`src/rtl/vost_consts.vh`:
```
// constants for the video output sync timing block
`ifndef VOST_CONSTS_VH
`define VOST_CONSTS_VH
`define VOST_ADDR_DLY      8'h27
`define VOST_ADDR_HSHI     8'h34
`define VOST_ADDR_HSSTART  8'h35
`define VOST_ADDR_HSSTOP   8'h36
`define VOST_ADDR_POL      8'h37
`define VOST_ADDR_STAT     8'hF0
`define VOST_ADDR_LCNT_LO  8'hF1
`define VOST_ADDR_LCNT_HI  8'hF2
`define VOST_RST_DLY       8'h58
`define VOST_RST_HSHI      8'h00
`define VOST_RST_HSSTART   8'h02
`define VOST_RST_HSSTOP    8'h00
`define VOST_RST_POL       8'h00
`define VOST_AUTO_BIT      6
`define VOST_CTA_MSB       5
`define VOST_CTA_LSB       3
`define VOST_LTA_MSB       1
`define VOST_LTA_LSB       0
`define VOST_HSB_HI_MSB    6
`define VOST_HSB_HI_LSB    4
`define VOST_HSE_HI_MSB    2
`define VOST_HSE_HI_LSB    0
`define VOST_PHS_BIT       7
`define VOST_STAT_OVF      0
`define VOST_STAT_HS       1
`define VOST_LINE_525      11'h6B4
`define VOST_LINE_SQ       11'h618
`define VOST_LINE_625      11'h6C0
`define VOST_STD_525       2'h0
`define VOST_STD_SQ        2'h1
`define VOST_STD_625       2'h2
`define VOST_FMT_CVBS      2'h0
`define VOST_FMT_YC        2'h1
`define VOST_FMT_COMP      2'h2
`define VOST_LTA_NONE      2'h0
`define VOST_LTA_LATE1     2'h1
`define VOST_LTA_EARLY2    2'h2
`define VOST_LTA_EARLY1    2'h3
`define VOST_CTA_EARLY2    3'h1
`define VOST_CTA_EARLY1    3'h2
`define VOST_CTA_NONE      3'h3
`define VOST_CTA_LATE1     3'h4
`define VOST_CTA_LATE2     3'h5
`define VOST_CTA_LATE3     3'h6
`define VOST_TAP_BASE      4'h4
`define VOST_TAP_STEP      4'h2
`define VOST_TAP_ONE       4'h1
`define VOST_TAP_LAST      4'hA
`define VOST_TRC_HDR1      8'hFF
`define VOST_TRC_HDR0      8'h00
`define VOST_LINE_ZERO     11'h000
`define VOST_LINE_ONE      11'h001
`endif

```
`src/rtl/vost_top.v`:
```
// video output alignment, timing code insertion and horizontal sync
`timescale 1ns/1ps
`default_nettype none
`include "vost_consts.vh"
module vost_top #(
  parameter DW        = 8,
  parameter FIFO_DEPTH = 16,
  parameter FIFO_AW   = 4,
  parameter TAPS      = 11
) (
  input  wire          ref_clk_in,
  input  wire          rst_b_in,
  input  wire          line_locked_pixel_clock_in,
  input  wire [DW-1:0] luma_in,
  input  wire [DW-1:0] chroma_in,
  input  wire          trc_req_in,
  input  wire          trc_h_in,
  input  wire          trc_v_in,
  input  wire          trc_f_in,
  input  wire [1:0]    input_fmt_in,
  input  wire [1:0]    std_sel_in,
  input  wire [7:0]    reg_addr_in,
  input  wire [7:0]    reg_wdata_in,
  input  wire          reg_wr_in,
  input  wire          reg_rd_in,
  output reg  [7:0]    reg_rdata_out,
  output wire [DW-1:0] vid_data_out,
  output wire          vid_valid_out,
  input  wire          vid_ready_in,
  output reg           hsync_out
);

  ////////////////////////////////////////////////////////////////////////////
  // link inputs: three flops, a change counts once stages two and three agree
  reg [2:0]    clk_sync;
  reg          clk_level;
  reg [DW-1:0] luma_s1, luma_s2, luma_s3;
  reg [DW-1:0] chroma_s1, chroma_s2, chroma_s3;
  reg [3:0]    trc_s1, trc_s2, trc_s3;
  wire         pix_edge;

  always @(posedge ref_clk_in or negedge rst_b_in) begin
    if (!rst_b_in) begin
      clk_sync  <= 3'h0;
      clk_level <= 1'b0;
      luma_s1   <= {DW{1'b0}};
      luma_s2   <= {DW{1'b0}};
      luma_s3   <= {DW{1'b0}};
      chroma_s1 <= {DW{1'b0}};
      chroma_s2 <= {DW{1'b0}};
      chroma_s3 <= {DW{1'b0}};
      trc_s1    <= 4'h0;
      trc_s2    <= 4'h0;
      trc_s3    <= 4'h0;
    end else begin
      clk_sync  <= {clk_sync[1:0], line_locked_pixel_clock_in};
      luma_s1   <= luma_in;
      luma_s2   <= luma_s1;
      luma_s3   <= luma_s2;
      chroma_s1 <= chroma_in;
      chroma_s2 <= chroma_s1;
      chroma_s3 <= chroma_s2;
      trc_s1    <= {trc_req_in, trc_f_in, trc_v_in, trc_h_in};
      trc_s2    <= trc_s1;
      trc_s3    <= trc_s2;
      if (clk_sync[1] == clk_sync[2]) begin
        clk_level <= clk_sync[2];
      end
    end
  end

  // one pulse per accepted rising edge of the pixel clock
  assign pix_edge = (clk_sync[1] == clk_sync[2]) && clk_sync[2] && !clk_level;

  ////////////////////////////////////////////////////////////////////////////
  // registers
  reg [7:0] dly_ctrl;
  reg [7:0] hs_hi;
  reg [7:0] hs_start_lo;
  reg [7:0] hs_stop_lo;
  reg [7:0] pol_ctrl;
  reg       overflow;
  reg       hs_active;
  reg [10:0] line_cnt;
  wire      ovf_event;
  wire      ovf_clear;

  assign ovf_clear = reg_wr_in && (reg_addr_in == `VOST_ADDR_STAT) &&
                     reg_wdata_in[`VOST_STAT_OVF];

  always @(posedge ref_clk_in or negedge rst_b_in) begin
    if (!rst_b_in) begin
      dly_ctrl    <= `VOST_RST_DLY;
      hs_hi       <= `VOST_RST_HSHI;
      hs_start_lo <= `VOST_RST_HSSTART;
      hs_stop_lo  <= `VOST_RST_HSSTOP;
      pol_ctrl    <= `VOST_RST_POL;
    end else if (reg_wr_in) begin
      case (reg_addr_in)
        `VOST_ADDR_DLY: dly_ctrl <= reg_wdata_in;
        `VOST_ADDR_HSHI: hs_hi <= reg_wdata_in;
        `VOST_ADDR_HSSTART: hs_start_lo <= reg_wdata_in;
        `VOST_ADDR_HSSTOP: hs_stop_lo <= reg_wdata_in;
        `VOST_ADDR_POL: pol_ctrl <= reg_wdata_in;
        default: ;
      endcase
    end
  end

  // sticky overflow: a new overflow wins over a clear in the same cycle
  always @(posedge ref_clk_in or negedge rst_b_in) begin
    if (!rst_b_in) begin
      overflow <= 1'b0;
    end else if (ovf_event) begin
      overflow <= 1'b1;
    end else if (ovf_clear) begin
      overflow <= 1'b0;
    end
  end

  always @(posedge ref_clk_in or negedge rst_b_in) begin
    if (!rst_b_in) begin
      reg_rdata_out <= 8'h00;
    end else if (reg_rd_in) begin
      case (reg_addr_in)
        `VOST_ADDR_DLY: reg_rdata_out <= dly_ctrl;
        `VOST_ADDR_HSHI: reg_rdata_out <= hs_hi;
        `VOST_ADDR_HSSTART: reg_rdata_out <= hs_start_lo;
        `VOST_ADDR_HSSTOP: reg_rdata_out <= hs_stop_lo;
        `VOST_ADDR_POL: reg_rdata_out <= pol_ctrl;
        `VOST_ADDR_STAT: reg_rdata_out <= {6'h00, hs_active, overflow};
        `VOST_ADDR_LCNT_LO: reg_rdata_out <= line_cnt[7:0];
        `VOST_ADDR_LCNT_HI: reg_rdata_out <= {5'h00, line_cnt[10:8]};
        default: reg_rdata_out <= 8'h00;
      endcase
    end
  end

  ////////////////////////////////////////////////////////////////////////////
  // delay selection
  function [3:0] luma_tap;
    input [1:0] code;
    begin
      case (code)
        `VOST_LTA_NONE: luma_tap = `VOST_TAP_BASE;
        `VOST_LTA_LATE1: luma_tap = `VOST_TAP_BASE + `VOST_TAP_ONE;
        `VOST_LTA_EARLY2: luma_tap = `VOST_TAP_BASE - `VOST_TAP_STEP;
        `VOST_LTA_EARLY1: luma_tap = `VOST_TAP_BASE - `VOST_TAP_ONE;
        default: luma_tap = `VOST_TAP_BASE;
      endcase
    end
  endfunction

  // one chroma pixel is two luma clocks, so chroma taps move in steps of two
  function [3:0] chroma_tap;
    input [2:0] code;
    begin
      case (code)
        `VOST_CTA_EARLY2: chroma_tap = `VOST_TAP_BASE - 4'h4;
        `VOST_CTA_EARLY1: chroma_tap = `VOST_TAP_BASE - `VOST_TAP_STEP;
        `VOST_CTA_NONE: chroma_tap = `VOST_TAP_BASE;
        `VOST_CTA_LATE1: chroma_tap = `VOST_TAP_BASE + `VOST_TAP_STEP;
        `VOST_CTA_LATE2: chroma_tap = `VOST_TAP_BASE + 4'h4;
        `VOST_CTA_LATE3: chroma_tap = `VOST_TAP_LAST;
        // unused codes are treated as no shift
        default: chroma_tap = `VOST_TAP_BASE;
      endcase
    end
  endfunction

  reg [1:0] lta_eff;
  reg [2:0] cta_eff;

  always @* begin
    if (dly_ctrl[`VOST_AUTO_BIT]) begin
      // automatic mode picks the settings matching the input format
      case (input_fmt_in)
        `VOST_FMT_YC: begin
          lta_eff = `VOST_LTA_LATE1;
          cta_eff = `VOST_CTA_LATE2;
        end
        `VOST_FMT_COMP: begin
          lta_eff = `VOST_LTA_LATE1;
          cta_eff = `VOST_CTA_LATE3;
        end
        default: begin
          lta_eff = `VOST_LTA_NONE;
          cta_eff = `VOST_CTA_NONE;
        end
      endcase
    end else begin
      lta_eff = dly_ctrl[`VOST_LTA_MSB:`VOST_LTA_LSB];
      cta_eff = dly_ctrl[`VOST_CTA_MSB:`VOST_CTA_LSB];
    end
  end

  wire [DW-1:0] luma_dly;
  wire [DW-1:0] chroma_dly;

  vost_tap_delay #(
    .WIDTH (DW),
    .DEPTH (TAPS),
    .SELW  (4)
  ) u_luma_dly (
    .clk_in   (ref_clk_in),
    .rst_b_in (rst_b_in),
    .shift_in (pix_edge),
    .data_in  (luma_s3),
    .tap_in   (luma_tap(lta_eff)),
    .data_out (luma_dly)
  );

  vost_tap_delay #(
    .WIDTH (DW),
    .DEPTH (TAPS),
    .SELW  (4)
  ) u_chroma_dly (
    .clk_in   (ref_clk_in),
    .rst_b_in (rst_b_in),
    .shift_in (pix_edge),
    .data_in  (chroma_s3),
    .tap_in   (chroma_tap(cta_eff)),
    .data_out (chroma_dly)
  );

  ////////////////////////////////////////////////////////////////////////////
  // timing code insertion and word interleave
  localparam [3:0] ST_DATA = 4'b0001;
  localparam [3:0] ST_Z1   = 4'b0010;
  localparam [3:0] ST_Z2   = 4'b0100;
  localparam [3:0] ST_XY   = 4'b1000;

  reg [3:0]    state;
  reg [3:0]    next_state;
  reg [2:0]    trc_flags;
  reg          word_phase;
  reg [DW-1:0] word;
  reg          word_valid;
  reg [DW-1:0] next_word;
  reg          eav_done;
  wire [7:0]   status_word;

  // status word: 1, f, v, h and four protection bits
  assign status_word = {1'b1, trc_flags[2], trc_flags[1], trc_flags[0],
                        trc_flags[1] ^ trc_flags[0],
                        trc_flags[2] ^ trc_flags[0],
                        trc_flags[2] ^ trc_flags[1],
                        trc_flags[2] ^ trc_flags[1] ^ trc_flags[0]};

  always @* begin
    next_state = state;
    next_word  = word_phase ? luma_dly : chroma_dly;
    case (state)
      ST_DATA: begin
        if (trc_s3[3]) begin
          next_word  = `VOST_TRC_HDR1;
          next_state = ST_Z1;
        end
      end
      ST_Z1: begin
        next_word  = `VOST_TRC_HDR0;
        next_state = ST_Z2;
      end
      ST_Z2: begin
        next_word  = `VOST_TRC_HDR0;
        next_state = ST_XY;
      end
      ST_XY: begin
        next_word  = status_word;
        next_state = ST_DATA;
      end
      default: begin
        next_state = ST_DATA;
      end
    endcase
  end

  always @(posedge ref_clk_in or negedge rst_b_in) begin
    if (!rst_b_in) begin
      state      <= ST_DATA;
      trc_flags  <= 3'h0;
      word_phase <= 1'b0;
      word       <= {DW{1'b0}};
      word_valid <= 1'b0;
      eav_done   <= 1'b0;
    end else begin
      word_valid <= pix_edge;
      eav_done   <= pix_edge && (state == ST_XY) && trc_flags[0];
      if (pix_edge) begin
        state <= next_state;
        word  <= next_word;
        if (state == ST_DATA && trc_s3[3]) begin
          trc_flags <= trc_s3[2:0];
        end
        // chroma word leads again after every code
        word_phase <= (state == ST_XY) ? 1'b0 : !word_phase;
      end
    end
  end

  ////////////////////////////////////////////////////////////////////////////
  // line counter and horizontal sync; neither touches the code words
  reg  [10:0] line_last;
  wire [10:0] hs_start_pos;
  wire [10:0] hs_stop_pos;

  assign hs_start_pos = {hs_hi[`VOST_HSB_HI_MSB:`VOST_HSB_HI_LSB], hs_start_lo};
  assign hs_stop_pos  = {hs_hi[`VOST_HSE_HI_MSB:`VOST_HSE_HI_LSB], hs_stop_lo};

  always @* begin
    case (std_sel_in)
      `VOST_STD_SQ: line_last = `VOST_LINE_SQ - `VOST_LINE_ONE;
      `VOST_STD_625: line_last = `VOST_LINE_625 - `VOST_LINE_ONE;
      default: line_last = `VOST_LINE_525 - `VOST_LINE_ONE;
    endcase
  end

  always @(posedge ref_clk_in or negedge rst_b_in) begin
    if (!rst_b_in) begin
      line_cnt <= `VOST_LINE_ZERO;
    end else if (eav_done) begin
      line_cnt <= `VOST_LINE_ZERO;
    end else if (pix_edge) begin
      if (line_cnt >= line_last) begin
        line_cnt <= `VOST_LINE_ZERO;
      end else begin
        line_cnt <= line_cnt + `VOST_LINE_ONE;
      end
    end
  end

  // start wins when start and stop are equal, giving a full line pulse
  always @(posedge ref_clk_in or negedge rst_b_in) begin
    if (!rst_b_in) begin
      hs_active <= 1'b0;
      hsync_out <= 1'b0;
    end else begin
      if (line_cnt == hs_start_pos) begin
        hs_active <= 1'b1;
      end else if (line_cnt == hs_stop_pos) begin
        hs_active <= 1'b0;
      end
      hsync_out <= hs_active ^ pol_ctrl[`VOST_PHS_BIT];
    end
  end

  ////////////////////////////////////////////////////////////////////////////
  // output fifo; the pixel clock cannot be held, so a full fifo drops the
  // word and raises the sticky overflow flag
  wire fifo_ready;

  assign ovf_event = word_valid && !fifo_ready;

  vost_fifo #(
    .WIDTH (DW),
    .DEPTH (FIFO_DEPTH),
    .AW    (FIFO_AW)
  ) u_fifo (
    .clk_in       (ref_clk_in),
    .rst_b_in     (rst_b_in),
    .wr_valid_in  (word_valid),
    .wr_ready_out (fifo_ready),
    .wr_data_in   (word),
    .rd_valid_out (vid_valid_out),
    .rd_ready_in  (vid_ready_in),
    .rd_data_out  (vid_data_out)
  );

endmodule // vost_top
`default_nettype wire

```
`src/rtl/vost_fifo.v`:
```
// sixteen word fifo with registered read data
`timescale 1ns/1ps
`default_nettype none
module vost_fifo #(
  parameter WIDTH = 8,
  parameter DEPTH = 16,
  parameter AW    = 4
) (
  input  wire             clk_in,
  input  wire             rst_b_in,
  input  wire             wr_valid_in,
  output wire             wr_ready_out,
  input  wire [WIDTH-1:0] wr_data_in,
  output reg              rd_valid_out,
  input  wire             rd_ready_in,
  output reg  [WIDTH-1:0] rd_data_out
);
  reg [WIDTH-1:0] mem [0:DEPTH-1];
  reg [AW:0]      wr_ptr;
  reg [AW:0]      rd_ptr;
  wire            empty = (wr_ptr == rd_ptr);
  wire            full  = (wr_ptr[AW-1:0] == rd_ptr[AW-1:0]) && (wr_ptr[AW] != rd_ptr[AW]);
  wire            pop   = !empty && (!rd_valid_out || rd_ready_in);
  assign wr_ready_out = !full;
  always @(posedge clk_in) begin
    if (wr_valid_in && !full) begin
      mem[wr_ptr[AW-1:0]] <= wr_data_in;
    end
  end
  always @(posedge clk_in or negedge rst_b_in) begin
    if (!rst_b_in) begin
      wr_ptr       <= {(AW+1){1'b0}};
      rd_ptr       <= {(AW+1){1'b0}};
      rd_valid_out <= 1'b0;
      rd_data_out  <= {WIDTH{1'b0}};
    end else begin
      if (wr_valid_in && !full) begin
        wr_ptr <= wr_ptr + 1'b1;
      end
      if (pop) begin
        rd_ptr       <= rd_ptr + 1'b1;
        rd_data_out  <= mem[rd_ptr[AW-1:0]];
        rd_valid_out <= 1'b1;
      end else if (rd_ready_in) begin
        rd_valid_out <= 1'b0;
      end
    end
  end
endmodule // vost_fifo
`default_nettype wire

```
`src/rtl/vost_tap_delay.v`:
```
// shift register delay line with a selectable tap
`timescale 1ns/1ps
`default_nettype none
module vost_tap_delay #(
  parameter WIDTH = 8,
  parameter DEPTH = 11,
  parameter SELW  = 4
) (
  input  wire             clk_in,
  input  wire             rst_b_in,
  input  wire             shift_in,
  input  wire [WIDTH-1:0] data_in,
  input  wire [SELW-1:0]  tap_in,
  output wire [WIDTH-1:0] data_out
);
  wire [WIDTH-1:0] stage [0:DEPTH-1];
  genvar i;
  generate
    for (i = 0; i < DEPTH; i = i + 1) begin : g_stage
      reg  [WIDTH-1:0] q;
      wire [WIDTH-1:0] d;
      // stage zero must not name a neighbour below index zero
      if (i == 0) begin : g_head
        assign d = data_in;
      end else begin : g_body
        assign d = stage[i-1];
      end
      always @(posedge clk_in or negedge rst_b_in) begin
        if (!rst_b_in) begin
          q <= {WIDTH{1'b0}};
        end else if (shift_in) begin
          q <= d;
        end
      end
      assign stage[i] = q;
    end
  endgenerate
  // out of range taps fall back to the last stage
  assign data_out = (tap_in < DEPTH) ? stage[tap_in] : stage[DEPTH-1];
endmodule // vost_tap_delay
`default_nettype wire

```
`config.mk`:
```
export PLATFORM = sky130hd
export DESIGN_NAME = vost_top
export DESIGN_NICKNAME = d
export VERILOG_FILES = /design/src/rtl/vost_top.v /design/src/rtl/vost_fifo.v /design/src/rtl/vost_tap_delay.v
export VERILOG_INCLUDE_DIRS = /design/src /design/src/rtl
export SDC_FILE = /design/constraint.sdc
export NUM_CORES = 1
export LEC_CHECK = 0
export ABC_AREA = 1
export BUFFER_PORTS_ARGS = -buffer_cell sky130_fd_sc_hd__buf_2
export CAP_MARGIN = 20
export CORE_MARGIN = 2
export CORE_UTILIZATION = 50
export DETAILED_ROUTE_END_ITERATION = 10
export GPL_TIMING_DRIVEN = 1
export PLACE_DENSITY = 0.67
export SYNTH_ARGS = -nofsm -noshare
export SYNTH_HDL_FRONTEND = slang
export SYNTH_SLANG_ARGS = --single-unit
export TNS_END_PERCENT = 20
```
`constraint.sdc`:
```
create_clock -name ref_clk_in -period 3.92 [get_ports ref_clk_in]
set_input_delay 0.196 -clock ref_clk_in [delete_from_list [all_inputs] [get_ports ref_clk_in]]
set_output_delay 0.196 -clock ref_clk_in [all_outputs]
set_load 0.005 [all_outputs]
```
==> metrics.csv, run 1 <==
stage,metric,value,unit
outcome,status,completed,
critical_path,path_max_fanout,17,
grt,grt_overflow,0,
critical_path,path_common_cell,nand2_1,
power,total_leakage_power,9.29,nW
grt,grt_use_met1,28.9,%
die,io_pins,64,
logic_synthesis,yosysSeqAreaShare,62.5,%
drt,final_antenna_net_count,0,
placement,gp_congestion,0.874,
power,p_per_area,680,nW/um2
logic_synthesis,synthArstFlopShare,70.0,%
critical_path,crit_type,register to register,
logic_synthesis,synthDistinctLibCells,52,
clock_tree,clk_path_buf_depth,3,
placement,hpwl,25100,um
critical_path,worst-endpoint-arrival,3210,ps
finish,layout.nets,1947,
timing,drv_slew,0,
logic_synthesis,synth_fp_nets,1887,
die,coreArea,35700,um2
clock_tree,cts_setup_buffers,0,
drt,wl_per_cell,16.3,um
timing,fmax,358,MHz
critical_path,slowest_delay,660,ps
timing,finalHoldViolCount,0,
power,peakVddDrop,0.386,mV
clock_tree,cts_tree,done,
power,finalPower,14.0,mW
die,fp-row-count,69,
drt,vias,12700,
timing,period_minus_slack,2790,ps
logic_synthesis,ys.flop_type,dfrtp_1,
logic_synthesis,ys_seq_elements,427,
critical_path,start_kind,register,
clock_tree,clock-sinks,427,
clock_tree,htree_levels,2,
grt,grt.met3_usage,3.30,%
grt,antenna_found_initial,0,
drt,drt_wl_total,38900,um
timing,setup_viol,0,
timing,setup_tns,0,ps
finish,area_growth,13.6,%
clock_tree,cts_buffers,45,
grt,grt_util_all_layers,21.3,%
logic_synthesis,synth-edff-count,128,
grt,grt_pass1_wl,65200,um
critical_path,cp-end-kind,register,
die,die_w,194,um
timing,fin_crit_sh,71.2,%
grt,met2_usage,35.7,%
grt,grt_max_degree,127,
job,maxCapViolations,0,
drt,drc,0,
timing,fin_skew,19.7,ps
critical_path,required,4340,ps
clock_tree,root_buffer,clkbuf_16,
die,start_util,50.9,%
drt,drt_iter0_drc,972,
critical_path,r2r_cells,13,
finish,fin_util,57.8,%
critical_path,cpMaxStageDelayCell,dfstp_2,
finish,fin_area,20600,um2
critical_path,crit_end,word[3],
logic_synthesis,yosysWarnings,0,
timing,holdWs,50.2,ps
timing,max_slew.worst_pin.slew,995,ps
hold_path,worstHoldPathType,input port to register,
grt,busiest_layer,met2,
placement,dp_slack,1150,ps
timing,relSlewSlack,33.4,%
placement,placed_cells,2271,
grt,grt_pass1_vias,12500,
critical_path,worstPathCellList,nand2_1 > o21ai_2 > inv_1 > ha_1 > clkinv_1 > nand3_2 > nand2_1 > nand3_1 > nand2_1 > inv_1 > nand2_1 > nand2_1 > a21oi_2,
finish,instances_no_fill,2381,
timing,rsz0062_at_grt,no,
clock_tree,clk_pin_slew_worst_paths,60,ps
logic_synthesis,postSynthCellCount,1823,
critical_path,r2r-end,word[3],
placement,io_buffers,63,
clock_tree,ctsResizeCount,0,
placement,place_area,18700,um2
finish,n_antenna_cell,0,
critical_path,worstSetupStartpoint,dly_ctrl[6],
drt,dr.pass1.iters,8,
critical_path,rrSetupSlack,1130,ps
timing,setup_slack,1130,ps
logic_synthesis,synth_area,18100,um2
drt,viasPerCell,5.33,
clock_tree,clock_latency,550,ps
die,die_area,37800,um2
die,die_y,194,um
critical_path,r2r-start,dly_ctrl[6],
finish,layout-drive-gt1-share,12.0,%
logic_synthesis,avgSynthCellArea,9.95,um2
==> Yosys cell counts, types with 6 or more instances <==
cell / number / area [um2]
nand3_1: 96 / 480
buf_2: 22 / 110
o211ai_1: 17 / 128
a21oi_2: 7 / 61.3
a21oi_1: 25 / 125
o22ai_1: 17 / 106
clkinv_1: 6 / 22.5
o21ai_2: 25 / 219
buf_4: 9 / 67.6
buf_6: 12 / 135
clkbuf_1: 39 / 146
nand2_1: 498 / 1870
nor3_1: 11 / 55.1
o21ai_0: 186 / 931
nor2_1: 151 / 567
xor2_1: 35 / 307
dfrtp_1: 294 / 7360
buf_1: 6 / 22.5
inv_1: 121 / 454
ha_1: 18 / 225
nand4_1: 18 / 113
o221ai_1: 11 / 96.3
o21ai_1: 7 / 35.0
nand2_2: 6 / 37.5
edfxtp_1: 128 / 3840
==> how the worst min path moves through the flow <==
| stage | cells after the start | from | slack, ps | to |
|---|---|---|---|---|
| floorplan | 0 | rst_b_in | -100 | chroma_s1[0] |
| global placement | 1 | trc_v_in | 300 | trc_s1[1] |
| detailed placement | 1 | luma_in[3] | 310 | luma_s1[3] |
| CTS | 3 | reg_wdata_in[7] | 30 | pol_ctrl[7] |
| global route | 3 | reg_wdata_in[7] | 40 | pol_ctrl[7] |
| finish | 3 | reg_wdata_in[7] | 50 | pol_ctrl[7] |
==> timing repair <==
action | in CTS | in global routing
hold endpoints to repair | 147 | 0
setup endpoints to repair | 0 | 0
hold buffers | 25 | 0
==> final cells by class <==
type | count | area (um2)
clock buffers | 68 | 1400
fillers | 3045 | 15000
inverters | 134 | 512
flip-flops and latches | 427 | 11300
clock inverters | 16 | 264
multi-input cells | 1173 | 5810
well taps | 461 | 577
repair buffers | 102 | 713
==> worst max-delay path, delay by kind of cell (launching register included) <==
family,cells,cell delay [ps]
buffers and inverters,3,600
DFF,1,660
and+or+nand+nor,7,770
adders and majority gates,1,480
AOI/OAI and AO/OA,2,150
==> report_power, final <==
group	internal (mW)	switching [mW]	total (mW)
registers	5.53	0.833	6.37
logic	1.06	1.94	3.00
clock network	2.93	1.72	4.65
total	9.52	4.49	14.0
==> logic make-up after synthesis <==
kind of cell | synth area share (%)
muxes | 0.186
AOI/OAI and AO/OA | 9.82
and+or+nand+nor | 18.9
DFF | 62.5
xor gates and xnor gates | 1.84
buffers and inverters | 5.50
adders and majority gates | 1.24
==> cells in the final DEF, fill, tap and decap left out, types with 17 or more instances in the layout <==
| cell | netlist | final |
|---|---|---|
| inv_1 | 121 | 120 |
| o21ai_0 | 186 | 186 |
| o21ai_2 | 25 | 25 |
| dlygate4sd3_1 | 0 | 25 |
| nand2_1 | 498 | 498 |
| o22ai_1 | 17 | 17 |
| edfxtp_1 | 128 | 128 |
| xor2_1 | 35 | 35 |
| ha_1 | 18 | 18 |
| dfrtp_1 | 294 | 294 |
| nand3_1 | 96 | 96 |
| nand4_1 | 18 | 18 |
| o211ai_1 | 17 | 17 |
| buf_2 | 22 | 62 |
| a21oi_1 | 25 | 25 |
| clkbuf_16 | 0 | 50 |
| nor2_1 | 151 | 151 |
==> layer usage <==
metal  vias up  share of wire (%)
met5         -                  0
met2       320                 49
met3        75                5.1
met1      6174                 44
met4         0                2.6
li1       6126                  -
==> state kept, by name, summed over array words and instances (netlist names), 11 cells and up <==
register and cells:
line_cnt 11, u_chroma_dly.g_stage.q 80, u_fifo.mem 128, u_luma_dly.g_stage.q 48
(Power assumes the default switching activity.)
==> run 2: changes to the inputs <==
Clock period 3.92 ns to 2.8 ns, I/O delays scaled along.
==> run 2 against run 1 <==
Compared with the run above:
- the run now ends with design-rule violations left
- sequential power increased by 39%
- highest routed layer unchanged
- wire length increased by 2.0%
- utilization increased by 0.42 points
- cell count increased by 1.1%
- combinational power increased by 43%
- non-clock buffer count increased by 29
- clock-buffer cell count decreased by 10
- total power increased by 38%
- hold slack got worse by 38 ps
- critical path type unchanged
- maximum frequency increased by 17%
- critical path depth decreased by 2
==> metrics.csv, run 2 (same netlist as run 1, synthesis figures left out) <==
stage,metric,value,unit,change
critical_path,r2r-start,dly_ctrl[6],,
timing,finalHoldViolCount,0,,unchanged
clock_tree,clock_latency,570,ps,+20 ps
critical_path,path_max_fanout,14,,-3
timing,setup_viol,0,,unchanged
timing,period_minus_slack,2390,ps,-407 ps
power,p_per_area,931,nW/um2,+37%
drt,viasPerCell,5.28,,-0.97%
grt,grt_overflow,0,,unchanged
drt,dr.pass1.iters,8,,unchanged
drt,wl_per_cell,16.5,um,+0.88%
critical_path,slowest_delay,650,ps,about the same
die,start_util,50.9,%,unchanged
grt,grt_pass1_vias,12500,,-0.30%
power,peakVddDrop,0.565,mV,+46%
die,die_y,194,um,unchanged
drt,drt_iter0_drc,900,,-7.4%
grt,grt_util_all_layers,21.6,%,+0.22 points
clock_tree,clk_path_buf_depth,3,,unchanged
die,die_area,37800,um2,unchanged
timing,drv_slew,0,,unchanged
timing,max_slew.worst_pin.slew,771,ps,-223 ps
grt,grt_max_degree,107,,-16%
finish,final_common_cell,nand2_1,,
clock_tree,cts_tree,done,,
hold_path,worstHoldPathType,input port to register,,
placement,place_area,18900,um2,+1.1%
timing,fmax,419,MHz,+17%
finish,largest_reg_flops,128,,unchanged
placement,gp_congestion,0.862,,-1.4%
die,die_w,194,um,unchanged
power,power_frac_seq,45.9,%,+0.5 points
job,maxCapViolations,0,,unchanged
power,p_sw,6.36,mW,+42%
grt,grt_pass1_wl,65500,um,+0.49%
timing,fin_crit_sh,85.2,%,+14 points
hold_path,holdCritStartpoint,reg_addr_in[4],,
placement,io_buffers,63,,unchanged
finish,layout.nets,1975,,+1.4%
placement,dp_slack,432,ps,-715 ps
drt,drt_wl_total,39700,um,+2.0%
clock_tree,cts_setup_buffers,0,,unchanged
critical_path,cp_num_buf_inv,2,,-1
clock_tree,cts_buffers,44,,-2.2%
critical_path,crit_family,buffers and inverters,,
grt,antenna_found_initial,0,,unchanged
finish,layout_common_cells,"nand2_1 (498), dfrtp_1 (294), o21ai_0 (186)",,
drt,drc,1,,+1
critical_path,worstPathCellList,nand2_1 > o21ai_2 > ha_1 > clkinv_1 > buf_4 > nand3_1 > nand3_1 > nand3_1 > nand2_1 > nand2_1 > a21oi_2,,
power,clkPwrFrac,31.9,%,-1.3 points
die,fp-row-count,69,,unchanged
power,p_sw_share,32.9,%,+0.85 points
drt,vias,12700,,+0.16%
finish,layout-drive-gt1-share,12.9,%,+0.96 points
power,power_frac_comb,22.1,%,+0.7 points
critical_path,cp-end-kind,register,,
critical_path,worst-endpoint-arrival,2830,ps,-380 ps
power,total_leakage_power,9.38,nW,+0.91%
critical_path,cpMaxStageDelayCell,dfstp_2,,
die,coreArea,35700,um2,unchanged
clock_tree,htree_levels,2,,unchanged
critical_path,worstSetupStartpoint,dly_ctrl[6],,
clock_tree,root_buffer,clkbuf_16,,
clock_tree,clock-sinks,427,,unchanged
critical_path,start_kind,register,,
critical_path,crit_type,register to register,,
placement,hpwl,25400,um,+1.2%
timing,fin_skew,28.7,ps,+8.93 ps
power,internal_power,13.0,mW,+36%
finish,area_growth,14.5,%,
timing,rsz0062_at_grt,no,,
finish,fin_util,58.2,%,+0.42 points
clock_tree,clk_pin_slew_worst_paths,60,ps,about the same
critical_path,required,3250,ps,-1090 ps
outcome,violations,design-rule violations,,
die,io_pins,64,,unchanged
finish,fin_area,20800,um2,+0.73%
outcome,status,"finished, violations left",,
timing,setup_tns,0,ps,unchanged
finish,n_antenna_cell,0,,unchanged
timing,setup_slack,414,ps,-713 ps
drt,final_antenna_net_count,0,,unchanged
timing,relSlewSlack,48.6,%,+15 points
run 2: changes by cell type in the layout (fill, tap and decap cells not counted), sizes merged:
cell	before	now
buf	77	100
clkbuf	68	58
clkinv	14	20
dlygate4sd3	25	31
clkinvlp	0	5
bufinv	7	5
inv	129	128
run 2: final timing paths:
kind / slack [ps] / cells after the start / end
setup / recovery: 410 / 11 / word[6]
hold / removal: 10 / 4 / dly_ctrl[3]
setup reg to reg: 410 / 11 / word[6]
hold reg to reg: 350 / 0 / chroma_s3[5]
max in group asynchronous: 1900 / 3 / hs_start_lo[1]
min in group asynchronous: 80 / 2 / luma_s1[5]
run 2: cell type report:
cell class | count | area, um2
flip-flops and latches | 427 | 11300
repair buffers | 131 | 971
fillers | 3042 | 14900
clock inverters | 24 | 279
multi-input cells | 1173 | 5810
inverters | 134 | 512
well taps | 461 | 577
clock buffers | 58 | 1280
run 2: power groups by stage:
stage               sequential, mW  combinational, mW  clock [mW]
global placement              8.95               4.13           0
finish                        8.88               4.28        6.17
CTS                           8.88               4.31        6.30
detailed placement            8.99               4.24           0
global route                  9.04               4.92        6.53
floorplan                     8.43               3.33           0
run 2: layer usage:
layer	routed length, um	track usage, %	vias up
met2	19300	35.9	262
met5	0	0	-
met4	1040	6.70	0
li1	-	-	6180
met3	1630	3.16	67
met1	17700	29.4	6206
run 2: what timing repair did:
item / 4_1_cts / 5_1_grt
endpoints found under the hold margin: 342 / 0
hold buffers: 31 / 0
setup endpoints to repair: 0 / 0
resized for setup: 0 / 0
run 2: metrics by stage:
stage          total power, mW  cells  hold WS [ps]
2_1_floorplan             11.8   1823          -156
3_3_place_gp              13.1   2294          61.1
3_5_place_dp              13.2   2294          63.0
4_1_cts                   19.5   2407          1.15
5_1_grt                   20.5   2408          31.7
6_report                  19.3   2408          12.5
run 2: worst min-delay path: stages:
cell and delay [ps]:
buf_2 110, nor3_4 70, nand3_4 140, o21ai_0 90
==> run 3: changes to the inputs <==
Settings changed: ABC_AREA 1 to 0, PLACE_DENSITY 0.67 to 0.69, SYNTH_HIERARCHICAL set to 1.
Clock period 2.8 ns to 2.07 ns, I/O delays scaled along.
==> run 3 against run 2 <==
Compared with the run above:
- the run ends with negative setup slack left
- wire length is 3.4% higher
- total power increased by 55%
- maximum frequency shrank 7.0%
- global-route usage is 1.6 points lower
- cell count decreased by 12%
- non-clock buffer count increased by 77
- clock skew is 14 ps lower
- highest routed layer unchanged
==> metrics.csv, run 3 <==
stage,metric,value,unit,change
outcome,status,"finished, violations left",,
outcome,violations,negative setup slack,,
timing,period_minus_slack,2570,ps,+180 ps
die,die_area,42300,um2,+12%
die,coreArea,40000,um2,+12%
clock_tree,clk_pin_slew_worst_paths,60,ps,about the same
logic_synthesis,avgSynthCellArea,14.8,um2,+48%
critical_path,r2r_cells,9,,-2
logic_synthesis,synth_area_leaders,"dfrtp_1 (41%), edfxtp_1 (19%), mux2_2 (15%)",,
finish,area_growth,18.1,%,
die,die_w,206,um,+5.8%
finish,layout-drive-gt1-share,38.4,%,+25 points
logic_synthesis,synthArstFlopShare,72.6,%,+2.6 points
clock_tree,htree_levels,2,,unchanged
timing,max_slew.worst_pin.slew,674,ps,-96.8 ps
grt,grt_overflow,0,,unchanged
logic_synthesis,synth-edff-count,128,,unchanged
finish,fillCellCount,3077,,+1.2%
logic_synthesis,yosysSeqAreaShare,60.6,%,-1.9 points
critical_path,start_kind,register,,
power,clkPwrFrac,28.3,%,-3.6 points
grt,grt_pass1_wl,66900,um,+2.1%
hold_path,worstHoldPathType,input port to register,,
critical_path,cp-end-kind,register,,
logic_synthesis,yosysWarnings,6,,+6
power,peakVddDrop,0.733,mV,+30%
timing,finalHoldViolCount,0,,unchanged
finish,layout_common_cells,"dfrtp_1 (333), mux2_2 (273), edfxtp_1 (128)",,
job,maxCapViolations,0,,unchanged
placement,gp_congestion,0.840,,-2.6%
power,power_frac_comb,26.0,%,+3.9 points
logic_synthesis,synth_area,20400,um2,+12%
timing,setup_slack,-496,ps,-910 ps
critical_path,worst-endpoint-arrival,3000,ps,+170 ps
clock_tree,clock_latency,560,ps,about the same
placement,hpwl,26800,um,+5.7%
logic_synthesis,synthMuxAreaShare,22.2,%,+22 points
die,start_util,50.9,%,about the same
logic_synthesis,synth_top_family_by_area,multiplexers,,
finish,layout.nets,1606,,-19%
grt,grt_util_all_layers,20.0,%,-1.6 points
drt,wl_per_cell,19.4,um,+18%
hold_path,worstHoldPathCells,3,,-1
timing,setup_viol,11,,+11
timing,fin_crit_sh,124,%,+39 points
power,p_sw,8.80,mW,+38%
critical_path,worstPathCellList,buf_12 > nand2b_4 > o21ai_4 > mux4_2 > and2_4 > o31a_1 > mux2_4 > a221oi_2 > o21ai_1,,
die,die_y,206,um,+5.8%
logic_synthesis,yosysMostFrequentCell,dfrtp_1,,
grt,grt_max_degree,63,,-41%
logic_synthesis,synth_fa_ha_area_share,0.860,%,-0.38 points
logic_synthesis,postSynthCellCount,1380,,-24%
logic_synthesis,ys_seq_elements,467,,+9.4%
timing,fin_skew,14.5,ps,-14.1 ps
finish,n_antenna_cell,0,,unchanged
logic_synthesis,synth_compound_area_share,6.79,%,-3.0 points
drt,final_antenna_net_count,0,,unchanged
power,p_per_area,1250,nW/um2,+34%
critical_path,path_max_fanout,5,,-9
drt,drc,0,,-1
clock_tree,cts_buffers,48,,+9.1%
critical_path,slowest_delay,590,ps,-60 ps
power,total_leakage_power,10.1,nW,+8.0%
power,p_sw_share,29.4,%,-3.5 points
finish,final_common_cell,dfrtp_1,,
drt,drt_iter0_drc,712,,-21%
logic_synthesis,synthDistinctLibCells,67,,+29%
timing,relSlewSlack,55.0,%,+6.5 points
placement,io_buffers,63,,unchanged
logic_synthesis,synth_area_leader_cell,dfrtp_1,,
clock_tree,cts_tree,done,,
timing,fmax,390,MHz,-7.0%
finish,multi_input_area,7670,um2,+32%
grt,grt_pass1_vias,12300,,-2.0%
logic_synthesis,synth_xor_area_share,2.02,%,+0.19 points
critical_path,cpMaxStageDelayCell,dfstp_2,,
critical_path,required,2510,ps,-740 ps
power,power_frac_seq,45.8,%,about the same
power,internal_power,21.2,mW,+63%
timing,rsz0062_at_grt,yes,,
clock_tree,clk_path_buf_depth,3,,unchanged
finish,seqCellArea,12300,um2,+8.8%
timing,drv_slew,0,,unchanged
clock_tree,root_buffer,clkbuf_16,,
die,fp-row-count,73,,+5.8%
clock_tree,clock-sinks,467,,+9.4%
finish,largest_reg_flops,128,,unchanged
drt,drt_wl_total,41000,um,+3.4%
critical_path,crit_type,register to register,,
drt,viasPerCell,5.66,,+7.2%
logic_synthesis,synthTopCellsByCount,"dfrtp_1 (334), mux2_2 (277), edfxtp_1 (128)",,
drt,vias,11900,,-6.0%
grt,antenna_found_initial,0,,unchanged
placement,dp_slack,-609,ps,-1040 ps
die,io_pins,64,,unchanged
drt,dr.pass1.iters,4,,-4
finish,fin_util,60.1,%,+1.9 points
logic_synthesis,yosys.area_share.simple,4.89,%,-14 points
logic_synthesis,synth_top_area_share,41.1,%,+0.49 points
logic_synthesis,ys.flop_type,dfrtp_1,,
[run 3: path summary, 6_finish.rpt]
check / from / end / slack, ps
max in group asynchronous: rst_b_in / u_luma_dly/g_stage[8].q[5] / 1210
worst min register to register: chroma_s2[5] / chroma_s3[5] / 340
min in group asynchronous: rst_b_in / line_cnt[1] / 120
worst min-delay path: reg_addr_in[1] / reg_rdata_out[1] / 40
worst max-delay path: dly_ctrl[6] / word[2] / -500
worst max register to register: dly_ctrl[6] / word[2] / -500
[run 3: logic make-up after synthesis]
group           Yosys count
compound gates          190
other cells               1
simple gates            172
buf+inv                 116
mux                     373
fa+ha+maj                14
flops                   467
xor+xnor                 47
[run 3: area by class of cell]
type	instances	share of cell area (%)
Multi-Input combinational cell	799	31.9
Timing Repair Buffer	208	7.25
Sequential cell	467	51.3
Clock inverter	26	0.858
Clock buffer	64	5.62
Tap cell	525	2.73
Inverter	22	0.364
[run 3: power groups by stage]
stage	Clock (mW)	Combinational [mW]	Sequential [mW]
5_1_grt	9.06	8.47	14.0
3_3_place_gp	0	7.26	13.7
6_report	8.47	7.78	13.7
2_1_floorplan	0	5.63	13.0
4_1_cts	8.69	7.71	13.7
3_5_place_dp	0	7.45	13.9
[run 3: worst max-delay path: cells and delay by family, from the launching register on]
kind            cells  cell delay, ps
compound gates      4             700
buf+inv             1             120
flops               1             590
mux                 2             800
simple gates        2             230
[run 3: per-stage QoR]
step / power (mW) / cell area (um2) / instances / hold WS [ps] / setup TNS [ps]
after global placement: 21.0 / 21900 / 1979 / 116 / -4270
after detailed placement: 21.3 / 21900 / 1979 / 120 / -5370
after floorplan: 18.7 / 20400 / 1381 / -192 / -13790
after CTS: 30.1 / 24000 / 2110 / 9.52 / -3740
final: 30.0 / 24000 / 2111 / 44.7 / -3590
after global routing: 31.6 / 24000 / 2111 / 56.1 / -5290
[run 3: layer usage]
layer | GRT usage [%] | vias to the layer above | share of wire [%]
li1 | - | 5520 | -
met1 | 28.8 | 6081 | 46
met2 | 31.4 | 278 | 47
met3 | 2.91 | 68 | 4.9
met4 | 6.12 | 0 | 2.4
met5 | 0 | - | 0
[run 3: repair_timing]
action	CTS	global route
cloned	1	0
endpoints found under the setup margin	38	126
hold buffers	33	0
endpoints found under the hold margin	247	0
pin swaps	6	4
gates resized for setup	30	29
buffers inserted	7	1
